File: config.mk
export PLATFORM = sky130hd
export DESIGN_NAME = monitor_serial_command_port
export DESIGN_NICKNAME = d
export VERILOG_FILES = /design/src/core/mon_pkg.sv /design/src/core/byte_fifo.sv /design/src/core/monitor_serial_command_port.sv /design/src/core/serial_line_engine.sv
export SDC_FILE = /design/constraint.sdc
export NUM_CORES = 1
export LEC_CHECK = 0
export BUFFER_PORTS_ARGS = -buffer_cell sky130_fd_sc_hd__clkbuf_2
export CORE_UTILIZATION = 50
export DETAILED_ROUTE_END_ITERATION = 8
export HOLD_SLACK_MARGIN = 0.02
export PLACE_DENSITY_LB_ADDON = 0.25
export SETUP_SLACK_MARGIN = 0.4
export SKIP_CTS_REPAIR_TIMING = 1
export SLEW_MARGIN = 20
export SYNTH_ARGS = -nofsm -noshare
export SYNTH_HDL_FRONTEND = slang
export SYNTH_SLANG_ARGS = --single-unit
File: constraint.sdc
create_clock -name core_clk_i -period 3.7 [get_ports core_clk_i]
set_clock_uncertainty 0.2 [all_clocks]
set_input_delay 0.37 -clock core_clk_i [delete_from_list [all_inputs] [get_ports core_clk_i]]
set_output_delay 0.37 -clock core_clk_i [all_outputs]
set_load 0.01 [all_outputs]
File: src/core/mon_pkg.sv
// constants shared by the monitor serial command port
package mon_pkg;
  localparam int unsigned CLK_HZ      = 50_000_000;
  localparam logic [16:0] BAUD_DIV    = 17'h00116;
  localparam logic [3:0]  GAP_BITS    = 4'h2;
  localparam logic [3:0]  CANCEL_BITS = 4'hB;
  localparam logic [3:0]  FRAME_LAST  = 4'h9;
  localparam logic [3:0]  SEC_LAST    = 4'h7;
  localparam logic [1:0]  ENTRY_WAIT  = 2'h3;
  localparam logic [15:0] SEC_BASE    = 16'hFFF6;
  localparam logic [15:0] FLAG_ADDR   = 16'h0040;
  localparam logic [15:0] NVM_BASE    = 16'h8000;
  localparam logic [15:0] SP_OFS      = 16'h0001;
  localparam logic [15:0] PC_HI_OFS   = 16'h0005;
  localparam logic [15:0] PC_LO_OFS   = 16'h0006;
  localparam logic [7:0]  FLAG_MASK   = 8'h40;
  localparam logic [7:0]  BLANK       = 8'hFF;
  localparam logic [7:0]  INVALID     = 8'h00;
  localparam logic [7:0]  CMD_READ    = 8'h01;
  localparam logic [7:0]  CMD_WRITE   = 8'h02;
  localparam logic [7:0]  CMD_INDEXED_READ_CMD   = 8'h03;
  localparam logic [7:0]  CMD_INDEXED_WRITE_CMD  = 8'h04;
  localparam logic [7:0]  CMD_STACK_POINTER_READ_CMD  = 8'h05;
  localparam logic [7:0]  CMD_RUN     = 8'h06;
  localparam int unsigned BYTE_W      = 8;
  localparam int unsigned FIFO_DEPTH  = 16;
endpackage

File: src/core/byte_fifo.sv
// flip-flop fifo with valid/ready on both sides
`timescale 1ns/1ps
module byte_fifo #(
  parameter int unsigned WIDTH = 8,
  parameter int unsigned DEPTH = 16
) (
  input  wire logic             core_clk_i,
  input  wire logic             reset_n_i,
  input  wire logic             in_valid_i,
  output logic                  in_ready_o,
  input  wire logic [WIDTH-1:0] in_data_i,
  output logic                  out_valid_o,
  input  wire logic             out_ready_i,
  output logic [WIDTH-1:0]      out_data_o
);
  localparam int unsigned AW = $clog2(DEPTH);
  typedef struct packed {
    logic [DEPTH-1:0][WIDTH-1:0] mem;
    logic [AW:0]                 wp;
    logic [AW:0]                 rp;
  } fifo_s;
  fifo_s r;
  fifo_s n;
  logic  full;
  logic  empty;
  assign full        = (r.wp[AW] != r.rp[AW]) && (r.wp[AW-1:0] == r.rp[AW-1:0]);
  assign empty       = (r.wp == r.rp);
  assign in_ready_o  = !full;
  assign out_valid_o = !empty;
  assign out_data_o  = r.mem[r.rp[AW-1:0]];
  always_comb begin
    n = r;
    if (in_valid_i && !full) begin
      n.mem[r.wp[AW-1:0]] = in_data_i;
      n.wp                = r.wp + 1'b1;
    end
    if (out_ready_i && !empty) begin
      n.rp = r.rp + 1'b1;
    end
  end
  always_ff @(posedge core_clk_i or negedge reset_n_i) begin
    if (!reset_n_i) begin
      r <= '0;
    end else begin
      r <= n;
    end
  end
endmodule // byte_fifo

File: src/core/monitor_serial_command_port.sv
// monitor command interpreter on a single-wire serial line
`timescale 1ns/1ps
module monitor_serial_command_port (
  input  wire logic        core_clk_i,
  input  wire logic        reset_n_i,
  input  wire logic        sys_reset_i,
  input  wire logic        monitor_data_pin_i,
  output logic             monitor_data_pin_o,
  output logic             monitor_data_pin_oe_n_o,
  input  wire logic        test_entry_voltage_i,
  input  wire logic        divider_select_pin_i,
  input  wire logic        mass_erase_i,
  input  wire logic [15:0] sp_i,
  output logic [15:0]      mem_addr_o,
  output logic             mem_rd_o,
  output logic             mem_wr_o,
  output logic [7:0]       mem_wdata_o,
  input  wire logic [7:0]  mem_rdata_i,
  output logic             run_o,
  output logic             illegal_reset_o,
  output logic             security_ok_o
);
  // ==========================================================
  // state
  typedef enum logic [4:0] {
    ENTRY, GET, ECHO_GAP, ECHO_TX, ECHO_WAIT, SEC_FLAG,
    BRK_HIGH, BRK_TX, BRK_WAIT, CANCEL, EXEC_RD,
    DATA_GAP, DATA_TX, DATA_WAIT, RUN_HI, RUN_LO, HALT
  } st_e;

  typedef struct packed {
    st_e         st;
    logic [1:0]  tv;
    logic [1:0]  dv;
    logic [1:0]  ent;
    logic        slow;
    logic        por_pend;
    logic        sec;
    logic        unlocked;
    logic        match;
    logic        erased;
    logic        cmp_pend;
    logic        have_cmd;
    logic        sp_mode;
    logic        rd_pend;
    logic [3:0]  idx;
    logic [1:0]  need;
    logic [1:0]  nout;
    logic [7:0]  cmd;
    logic [7:0]  data;
    logic [23:0] opnd;
    logic [15:0] ptr;
    logic [15:0] sp1;
    logic [7:0]  pc_hi;
    logic [16:0] wcnt;
    logic [3:0]  wbits;
    logic [15:0] maddr;
    logic        mrd;
    logic        mwr;
    logic [7:0]  mwd;
    logic        run;
    logic        ill;
  } mon_s;

  mon_s        r;
  mon_s        n;
  logic [16:0] bc;
  logic        wdone;
  logic        tx_start;
  logic        tx_busy;
  logic        hold_high;
  logic        rx_valid;
  logic        rx_ready;
  logic [7:0]  rx_data;
  logic        rx_break;
  logic        f_valid;
  logic        f_ready;
  logic [7:0]  f_data;
  logic [15:0] pc;

  // ==========================================================
  // decoding helpers
  function automatic logic nvm_locked(input logic [15:0] a, input logic u);
    nvm_locked = !u && (a >= mon_pkg::NVM_BASE);
  endfunction

  function automatic logic [1:0] op_count(input logic [7:0] c);
    unique case (c)
      mon_pkg::CMD_READ:   op_count = 2'h2;
      mon_pkg::CMD_WRITE:  op_count = 2'h3;
      mon_pkg::CMD_INDEXED_WRITE_CMD: op_count = 2'h1;
      default:             op_count = 2'h0;
    endcase
  endfunction

  // ==========================================================
  // line engine and receive buffer
  assign bc        = r.slow ? (mon_pkg::BAUD_DIV << 1) : mon_pkg::BAUD_DIV;
  assign wdone     = (r.wbits == '0);
  assign tx_start  = (r.st == ECHO_TX) || (r.st == DATA_TX) || (r.st == BRK_TX);
  assign hold_high = (r.st == BRK_HIGH);
  assign f_ready   = (r.st == GET);
  assign pc        = {r.pc_hi, mem_rdata_i};

  serial_line_engine u_line (
    .core_clk_i   (core_clk_i),
    .reset_n_i    (reset_n_i),
    .bit_cycles_i (bc),
    .line_i       (monitor_data_pin_i),
    .tx_start_i   (tx_start),
    .tx_break_i   (r.st == BRK_TX),
    .tx_data_i    (r.data),
    .hold_high_i  (hold_high),
    .line_o       (monitor_data_pin_o),
    .line_oe_n_o  (monitor_data_pin_oe_n_o),
    .tx_busy_o    (tx_busy),
    .rx_valid_o   (rx_valid),
    .rx_data_o    (rx_data),
    .rx_ready_i   (rx_ready),
    .rx_break_o   (rx_break)
  );

  byte_fifo #(
    .WIDTH (mon_pkg::BYTE_W),
    .DEPTH (mon_pkg::FIFO_DEPTH)
  ) u_fifo (
    .core_clk_i  (core_clk_i),
    .reset_n_i   (reset_n_i),
    .in_valid_i  (rx_valid),
    .in_ready_o  (rx_ready),
    .in_data_i   (rx_data),
    .out_valid_o (f_valid),
    .out_ready_i (f_ready),
    .out_data_o  (f_data)
  );

  // ==========================================================
  // interpreter
  always_comb begin
    n     = r;
    n.mrd = 1'b0;
    n.mwr = 1'b0;
    n.run = 1'b0;
    n.ill = 1'b0;
    n.tv  = {r.tv[0], test_entry_voltage_i};
    n.dv  = {r.dv[0], divider_select_pin_i};
    n.erased = r.erased | mass_erase_i;
    if (r.wbits != '0) begin
      if (r.wcnt == '0) begin
        n.wbits = r.wbits - 4'h1;
        n.wcnt  = bc - 17'h1;
      end else begin
        n.wcnt = r.wcnt - 17'h1;
      end
    end
    unique case (r.st)
      ENTRY: begin
        n.ent = r.ent + 2'h1;
        if (r.ent == mon_pkg::ENTRY_WAIT) begin
          n.slow     = r.tv[1] ? r.dv[1] : 1'b1;
          n.sec      = r.por_pend;
          n.por_pend = 1'b0;
          n.idx      = '0;
          n.match    = 1'b1;
          n.have_cmd = 1'b0;
          if (r.por_pend) begin
            n.st = GET;
          end else begin
            n.st    = BRK_HIGH;
            n.wbits = mon_pkg::GAP_BITS;
            n.wcnt  = bc - 17'h1;
          end
        end
      end
      GET: begin
        if (f_valid) begin
          n.data  = f_data;
          n.st    = ECHO_GAP;
          n.wbits = mon_pkg::GAP_BITS;
          n.wcnt  = bc - 17'h1;
          if (r.sec) begin
            n.maddr    = mon_pkg::SEC_BASE + {12'h000, r.idx};
            n.mrd      = 1'b1;
            n.cmp_pend = 1'b1;
          end else if (!r.have_cmd) begin
            n.cmd      = f_data;
            n.have_cmd = 1'b1;
            n.need     = op_count(f_data);
          end else begin
            n.opnd = {r.opnd[15:0], f_data};
            n.need = r.need - 2'h1;
          end
        end
      end
      ECHO_GAP: begin
        if (r.cmp_pend && !r.mrd) begin
          n.match    = r.match && ((r.erased ? mon_pkg::BLANK : mem_rdata_i) == r.data);
          n.cmp_pend = 1'b0;
        end
        if (wdone) n.st = ECHO_TX;
      end
      ECHO_TX: n.st = ECHO_WAIT;
      ECHO_WAIT: begin
        if (!tx_busy) begin
          if (r.sec) begin
            n.idx = r.idx + 4'h1;
            n.st  = (r.idx == mon_pkg::SEC_LAST) ? SEC_FLAG : GET;
          end else if (r.need != '0) begin
            n.st = GET;
          end else begin
            n.st    = CANCEL;
            n.wbits = mon_pkg::CANCEL_BITS;
            n.wcnt  = bc - 17'h1;
          end
        end
      end
      SEC_FLAG: begin
        n.sec   = 1'b0;
        n.st    = BRK_HIGH;
        n.wbits = mon_pkg::GAP_BITS;
        n.wcnt  = bc - 17'h1;
        if (r.match) begin
          n.unlocked = 1'b1;
          n.maddr    = mon_pkg::FLAG_ADDR;
          n.mwd      = mon_pkg::FLAG_MASK;
          n.mwr      = 1'b1;
        end
      end
      BRK_HIGH: begin
        if (wdone) n.st = BRK_TX;
      end
      BRK_TX: n.st = BRK_WAIT;
      BRK_WAIT: begin
        if (!tx_busy) begin
          n.st       = GET;
          n.have_cmd = 1'b0;
        end
      end
      CANCEL: begin
        if (wdone) begin
          n.have_cmd = 1'b0;
          n.sp_mode  = 1'b0;
          n.st       = GET;
          unique case (r.cmd)
            mon_pkg::CMD_READ: begin
              n.ptr  = r.opnd[15:0];
              n.nout = 2'h1;
              n.st   = EXEC_RD;
            end
            mon_pkg::CMD_WRITE: begin
              n.maddr = r.opnd[23:8];
              n.mwd   = r.opnd[7:0];
              n.mwr   = 1'b1;
              n.ptr   = r.opnd[23:8];
            end
            mon_pkg::CMD_INDEXED_READ_CMD: begin
              n.nout = 2'h2;
              n.st   = EXEC_RD;
            end
            mon_pkg::CMD_INDEXED_WRITE_CMD: begin
              n.maddr = r.ptr;
              n.mwd   = r.opnd[7:0];
              n.mwr   = 1'b1;
              n.ptr   = r.ptr + 16'h0001;
            end
            mon_pkg::CMD_STACK_POINTER_READ_CMD: begin
              n.sp1     = sp_i + mon_pkg::SP_OFS;
              n.sp_mode = 1'b1;
              n.nout    = 2'h2;
              n.st      = DATA_GAP;
              n.wbits   = mon_pkg::GAP_BITS;
              n.wcnt    = bc - 17'h1;
            end
            mon_pkg::CMD_RUN: begin
              n.maddr = sp_i + mon_pkg::PC_HI_OFS;
              n.mrd   = 1'b1;
              n.st    = RUN_HI;
            end
            default: n.st = GET;
          endcase
        end
      end
      EXEC_RD: begin
        n.maddr   = r.ptr;
        n.mrd     = 1'b1;
        n.rd_pend = 1'b1;
        n.ptr     = r.ptr + 16'h0001;
        n.st      = DATA_GAP;
        n.wbits   = mon_pkg::GAP_BITS;
        n.wcnt    = bc - 17'h1;
      end
      DATA_GAP: begin
        if (r.rd_pend && !r.mrd) begin
          n.data    = nvm_locked(r.maddr, r.unlocked) ? mon_pkg::INVALID : mem_rdata_i;
          n.rd_pend = 1'b0;
        end
        if (r.sp_mode) n.data = (r.nout == 2'h2) ? r.sp1[15:8] : r.sp1[7:0];
        if (wdone) n.st = DATA_TX;
      end
      DATA_TX: n.st = DATA_WAIT;
      DATA_WAIT: begin
        if (!tx_busy) begin
          n.nout = r.nout - 2'h1;
          if (r.nout == 2'h1) begin
            n.st = GET;
          end else if (r.sp_mode) begin
            n.st    = DATA_GAP;
            n.wbits = mon_pkg::GAP_BITS;
            n.wcnt  = bc - 17'h1;
          end else begin
            n.st = EXEC_RD;
          end
        end
      end
      RUN_HI: begin
        if (!r.mrd) begin
          n.pc_hi = mem_rdata_i;
          n.maddr = sp_i + mon_pkg::PC_LO_OFS;
          n.mrd   = 1'b1;
          n.st    = RUN_LO;
        end
      end
      RUN_LO: begin
        if (!r.mrd) begin
          n.st = HALT;
          if (nvm_locked(pc, r.unlocked)) begin
            n.ill = 1'b1;
          end else begin
            n.run = 1'b1;
          end
        end
      end
      HALT: n.st = HALT;
    endcase
    // a break outside security entry, ENTRY, BRK_HIGH and HALT cancels whatever is pending
    if (rx_break && !r.sec && (r.st != ENTRY) && (r.st != HALT) && (r.st != BRK_HIGH)) begin
      n.st       = BRK_HIGH;
      n.have_cmd = 1'b0;
      n.wbits    = mon_pkg::GAP_BITS;
      n.wcnt     = bc - 17'h1;
    end
    if (sys_reset_i) begin
      n.st  = ENTRY;
      n.ent = '0;
    end
  end

  always_ff @(posedge core_clk_i or negedge reset_n_i) begin
    if (!reset_n_i) begin
      r          <= '0;
      r.por_pend <= 1'b1;
    end else begin
      r <= n;
    end
  end

  assign mem_addr_o      = r.maddr;
  assign mem_rd_o        = r.mrd;
  assign mem_wr_o        = r.mwr;
  assign mem_wdata_o     = r.mwd;
  assign run_o           = r.run;
  assign illegal_reset_o = r.ill;
  assign security_ok_o   = r.unlocked;

  // ==========================================================
  // checks
  logic [17:0] gap_cnt;
  always_ff @(posedge core_clk_i or negedge reset_n_i) begin
    if (!reset_n_i) begin
      gap_cnt <= '0;
    end else begin
      gap_cnt <= (r.st == ECHO_GAP) ? gap_cnt + 18'h1 : '0;
    end
  end
endmodule // monitor_serial_command_port

File: src/core/serial_line_engine.sv
// half-duplex nrz transmitter, receiver and break detector on one wire
`timescale 1ns/1ps
module serial_line_engine (
  input  wire logic        core_clk_i,
  input  wire logic        reset_n_i,
  input  wire logic [16:0] bit_cycles_i,
  input  wire logic        line_i,
  input  wire logic        tx_start_i,
  input  wire logic        tx_break_i,
  input  wire logic [7:0]  tx_data_i,
  input  wire logic        hold_high_i,
  output logic             line_o,
  output logic             line_oe_n_o,
  output logic             tx_busy_o,
  output logic             rx_valid_o,
  output logic [7:0]       rx_data_o,
  input  wire logic        rx_ready_i,
  output logic             rx_break_o
);
  typedef struct packed {
    logic [1:0] sy;
    logic armed; logic rx_on; logic [16:0] rc; logic [3:0] rb; logic [9:0] rs;
    logic rv; logic [7:0] rd; logic brk;
    logic tx_on; logic [16:0] tc; logic [3:0] tb; logic [9:0] tsn;
  } eng_s;
  eng_s r;
  eng_s n;
  logic [9:0] rs_n;
  logic       line;
  assign line        = r.sy[1];
  assign line_o      = ~r.tsn[0];
  assign line_oe_n_o = !(r.tx_on || hold_high_i);
  assign tx_busy_o   = r.tx_on;
  assign rx_valid_o  = r.rv;
  assign rx_data_o   = r.rd;
  assign rx_break_o  = r.brk;
  always_comb begin
    n    = r;
    rs_n = {line, r.rs[9:1]};
    n.sy  = {r.sy[0], line_i};
    n.brk = 1'b0;
    if (rx_ready_i) n.rv = 1'b0;
    if (line) n.armed = 1'b1;
    // receiver starts no frame while this end drives the line
    if (!r.rx_on) begin
      if (r.armed && !line && !r.tx_on && !hold_high_i) begin
        n.rx_on = 1'b1;
        n.armed = 1'b0;
        n.rc    = bit_cycles_i >> 1;
        n.rb    = '0;
      end
    end else if (r.rc == '0) begin
      n.rs = rs_n;
      n.rb = r.rb + 4'h1;
      n.rc = bit_cycles_i - 17'h1;
      if (r.rb == '0 && line) begin
        n.rx_on = 1'b0;
      end else if (r.rb == mon_pkg::FRAME_LAST) begin
        n.rx_on = 1'b0;
        if (rs_n == '0) begin
          n.brk = 1'b1;
        end else if (line) begin
          n.rv = 1'b1;
          n.rd = rs_n[8:1];
        end
      end
    end else begin
      n.rc = r.rc - 17'h1;
    end
    if (tx_start_i && !r.tx_on) begin
      n.tx_on = 1'b1;
      n.tsn   = tx_break_i ? 10'h3FF : ~{1'b1, tx_data_i, 1'b0};
      n.tb    = '0;
      n.tc    = bit_cycles_i - 17'h1;
    end else if (r.tx_on) begin
      if (r.tc == '0) begin
        n.tsn = {1'b0, r.tsn[9:1]};
        n.tb  = r.tb + 4'h1;
        n.tc  = bit_cycles_i - 17'h1;
        if (r.tb == mon_pkg::FRAME_LAST) n.tx_on = 1'b0;
      end else begin
        n.tc = r.tc - 17'h1;
      end
    end
  end
  always_ff @(posedge core_clk_i or negedge reset_n_i) begin
    if (!reset_n_i) begin
      r <= '0;
    end else begin
      r <= n;
    end
  end
endmodule // serial_line_engine

==> summary.md <==
| Metric | Value |
|---|---|
| Outcome | `finished, final reports clean` |
| Critical Path Source Type | `register` |
| Hold WS | `0.0330 ns` |
| DR WL met2 | `27100 um` |
| Most frequent cells in the layout | `dfrtp_1, mux2_2, nand2_1` |
| CP Capture Type | `register` |
| Initial antenna violation count | `1` |
| Height of the die | `205 um` |
| Reg2Reg Depth | `7` |
| Mapped Nets | `2099` |
| Fraction of layout instances using a drive strength above 1 | `0.206` |
| Drt pass-1 iters | `8` |
| Iteration-0 DRC Markers | `1747` |
| Met3 wire length | `3500 um` |
| Routed vias/inst | `6.37` |
| Final period util | `0.837` |
| Pleak | `10.0 nW` |
| Setup Viol. Count Final | `0` |
| Clock Tree Root | `clkbuf_16` |
| Area delta synth->final | `10.3%` |
| Fin. Hold Viols | `0` |
| Top Layer Used | `met5` |
| # IOs | `62` |
| VDD IR max | `347 uV` |
| Post-Route Setup TNS | `0 ns` |
| Port bufs | `61` |
| Post-synthesis async set-or-reset flop share | `1.00` |
| Yosys reg bits | `365` |
| Final min period | `3.10 ns` |
| Largest net degree at the start of global routing | `75` |
| Longest Clk Path Bufs | `3` |
| Crit path max fanout | `25` |
| Area of the core | `0.0402 mm^2` |
| Total number of vias | `16600` |
| Worst path required time | `3.95 ns` |
| Final-stage net count | `2107` |
| Most common cell after layout, fill and taps aside | `dfrtp_1` |
| Hold Path Class | `input port to register` |
| CP bufs+invs | `2` |
| Area of the die | `0.0419 mm^2` |
| Total clock sinks | `365` |
| WHS Path Cells | `3` |
| DRC errors left | `0` |
| Worst-path clk slew | `0.06 ns` |
| Reg-to-reg slack, setup | `0.60 ns` |
| Most used cell, CP | `buf_4` |
| Max-cap viol count | `0` |
| Crit path depth | `7` |
| Area contributors post-synth | `dfrtp_1, mux2_2, mux4_2` |
| Row cnt | `73` |
| Seq/Total Area, Yosys | `0.444` |
| Final slew viol count | `0` |
| Number of global-route vias before repair | `16100` |
| Worst EP arrival | `3.35 ns` |
| Avg Cell Area, Syn | `10.1 um^2` |
| Worst setup path category | `register to register` |
| Hold endpoint | `r[71]$_DFFE_PN0P_` |
| Beginning of the worst hold path | `sp_i[14]` |
| Antenna Nets Post-Route | `0` |
| H-tree Lvls | `2` |
| R2R Path Start | `r[153]$_DFFE_PN0P_` |
| Clk_lat worst skew | `0.56 ns` |
| Cell family with most CP delay | `simple AND/OR/NAND/NOR gates` |
| CP Cell Sequence | `buf_4 > nor4_4 > nand2_1 > o221ai_1 > or4_1 > buf_4 > mux2_2` |
| Mapped Area | `0.0206 mm^2` |
| Yosys top cell by area | `dfrtp_1` |
| Highest Clock Rate | `323 MHz` |
| RSZ-0062 raised after global routing | `false` |
| Worst slew pin tran | `1.08 ns` |
| Final wirelength | `57500 um` |
| Reg2Reg Capture Point | `r[102]$_DFFE_PN0P_` |
| Initial Utilization | `0.512` |
| M1 WL | `24200 um` |
| Area share of the largest cell type after synthesis | `0.443` |
| Hpwl dp | `40800 um` |
| Power Density | `560 mW/mm^2` |
| CTS buffer count | `41` |
| CTS tree | `built` |
| Avg WL per Cell | `22.1 um` |
| Max incr delay on CP | `0.58 ns` |
| Crit-path slowest cell | `dfrtp_1` |
| Cells after Synth | `2040` |
| Antenna diodes | `0` |
| Slew HR | `0.277` |
| Post-synth EDFFs | `0` |
| RePlAce Congestion | `0.966` |
| Die X | `205 um` |
| Post-synth top flop | `dfrtp_1` |
| Yosys warns | `0` |
| Unique masters post-synth | `87` |
| Gr usage total | `0.280` |
| Total grt overflow | `0` |
| First-pass GRT wire length | `91200 um` |
## synthesized netlist by cell type, drive strengths merged (21+ instances only)
cell type / number
nand2: 178
o21ai: 124
mux2: 190
nor4: 27
mux4: 33
xnor2: 63
nor3: 61
xor2: 23
nor2: 147
inv: 51
mux2i: 21
nand4: 29
ha: 28
a22oi: 37
a21oi: 124
nand3: 72
clkbuf: 89
dfrtp: 364
buf: 67
## flip-flops by register name, summed over array words and instances (netlist names), 2 cells and up
| register | count |
|---|---|
| u_fifo.r | 138 |
| r | 119 |
| u_line.r | 63 |
| mem_addr_o | 16 |
| mem_wdata_o | 8 |
| u_line.rx_data_o | 8 |
| n | 2 |
## routing by layer
metal / GRT usage / up-vias
met2: 0.451 / 628
li1: - / 7487
met4: 0.130 / 2
met5: 0 / -
met3: 0.0460 / 162
met1: 0.369 / 8295
## logic make-up after synthesis
kind of cell / share of synthesized area
compound gates: 0.150
fa+ha+maj: 0.0170
simple gates: 0.157
mux: 0.150
xor+xnor: 0.0366
flops: 0.444
buf+inv: 0.0454
## worst reg2reg max path, stage by stage, from the launching register on
cell and delay, ns:
dfrtp_1 0.58, buf_4 0.28, nor4_4 0.43, nand2_1 0.16, o221ai_1 0.42, or4_1 0.18
buf_4 0.33, mux2_2 0.39
## final cells by class
class,count,area (um^2)
well taps,525,657
multi-input cells,1467,10500
flip-flops and latches,365,9140
fillers,3502,17500
clock buffers,59,1190
inverters,52,195
repair buffers,121,828
clock inverters,12,149
## how the worst max path moves through the flow
stage                                   from                               to  slack (ns)
finish                    r[153]$_DFFE_PN0P_               r[102]$_DFFE_PN0P_        0.60
global route              r[153]$_DFFE_PN0P_               r[102]$_DFFE_PN0P_        0.42
detailed placement  u_line.r[56]$_DFFE_PN0P_  u_line.rx_data_o[3]$_DFFE_PN0P_        0.49
global placement    u_line.r[56]$_DFFE_PN0P_  u_line.rx_data_o[4]$_DFFE_PN0P_        0.64
floorplan           u_line.r[56]$_DFFE_PN0P_  u_line.rx_data_o[0]$_DFFE_PN0P_         1.0
CTS                 u_line.r[56]$_DFFE_PN0P_  u_line.rx_data_o[7]$_DFFE_PN0P_        0.48
## stage by stage
| stage | utilization | power, mW | setup WS [ns] | std cells | area [um^2] |
|---|---|---|---|---|---|
| floorplan | - | 7.58 | 0.995 | 2040 | 20600 |
| global placement | 0.528 | 8.47 | 0.639 | 2520 | 21200 |
| detailed placement | 0.528 | 8.57 | 0.489 | 2520 | 21200 |
| CTS | 0.562 | 12.7 | 0.477 | 2591 | 22600 |
| global route | 0.565 | 13.4 | 0.416 | 2601 | 22700 |
| finish | 0.565 | 12.7 | 0.601 | 2601 | 22700 |
## power breakdown
part           total, mW  switching (mW)  internal, mW
sequential          5.08           0.619          4.46
clock               4.11            1.66          2.45
combinational       3.52            2.11          1.41
total               12.7            4.39          8.32
Note: power is estimated with default switching activity, not from simulation.
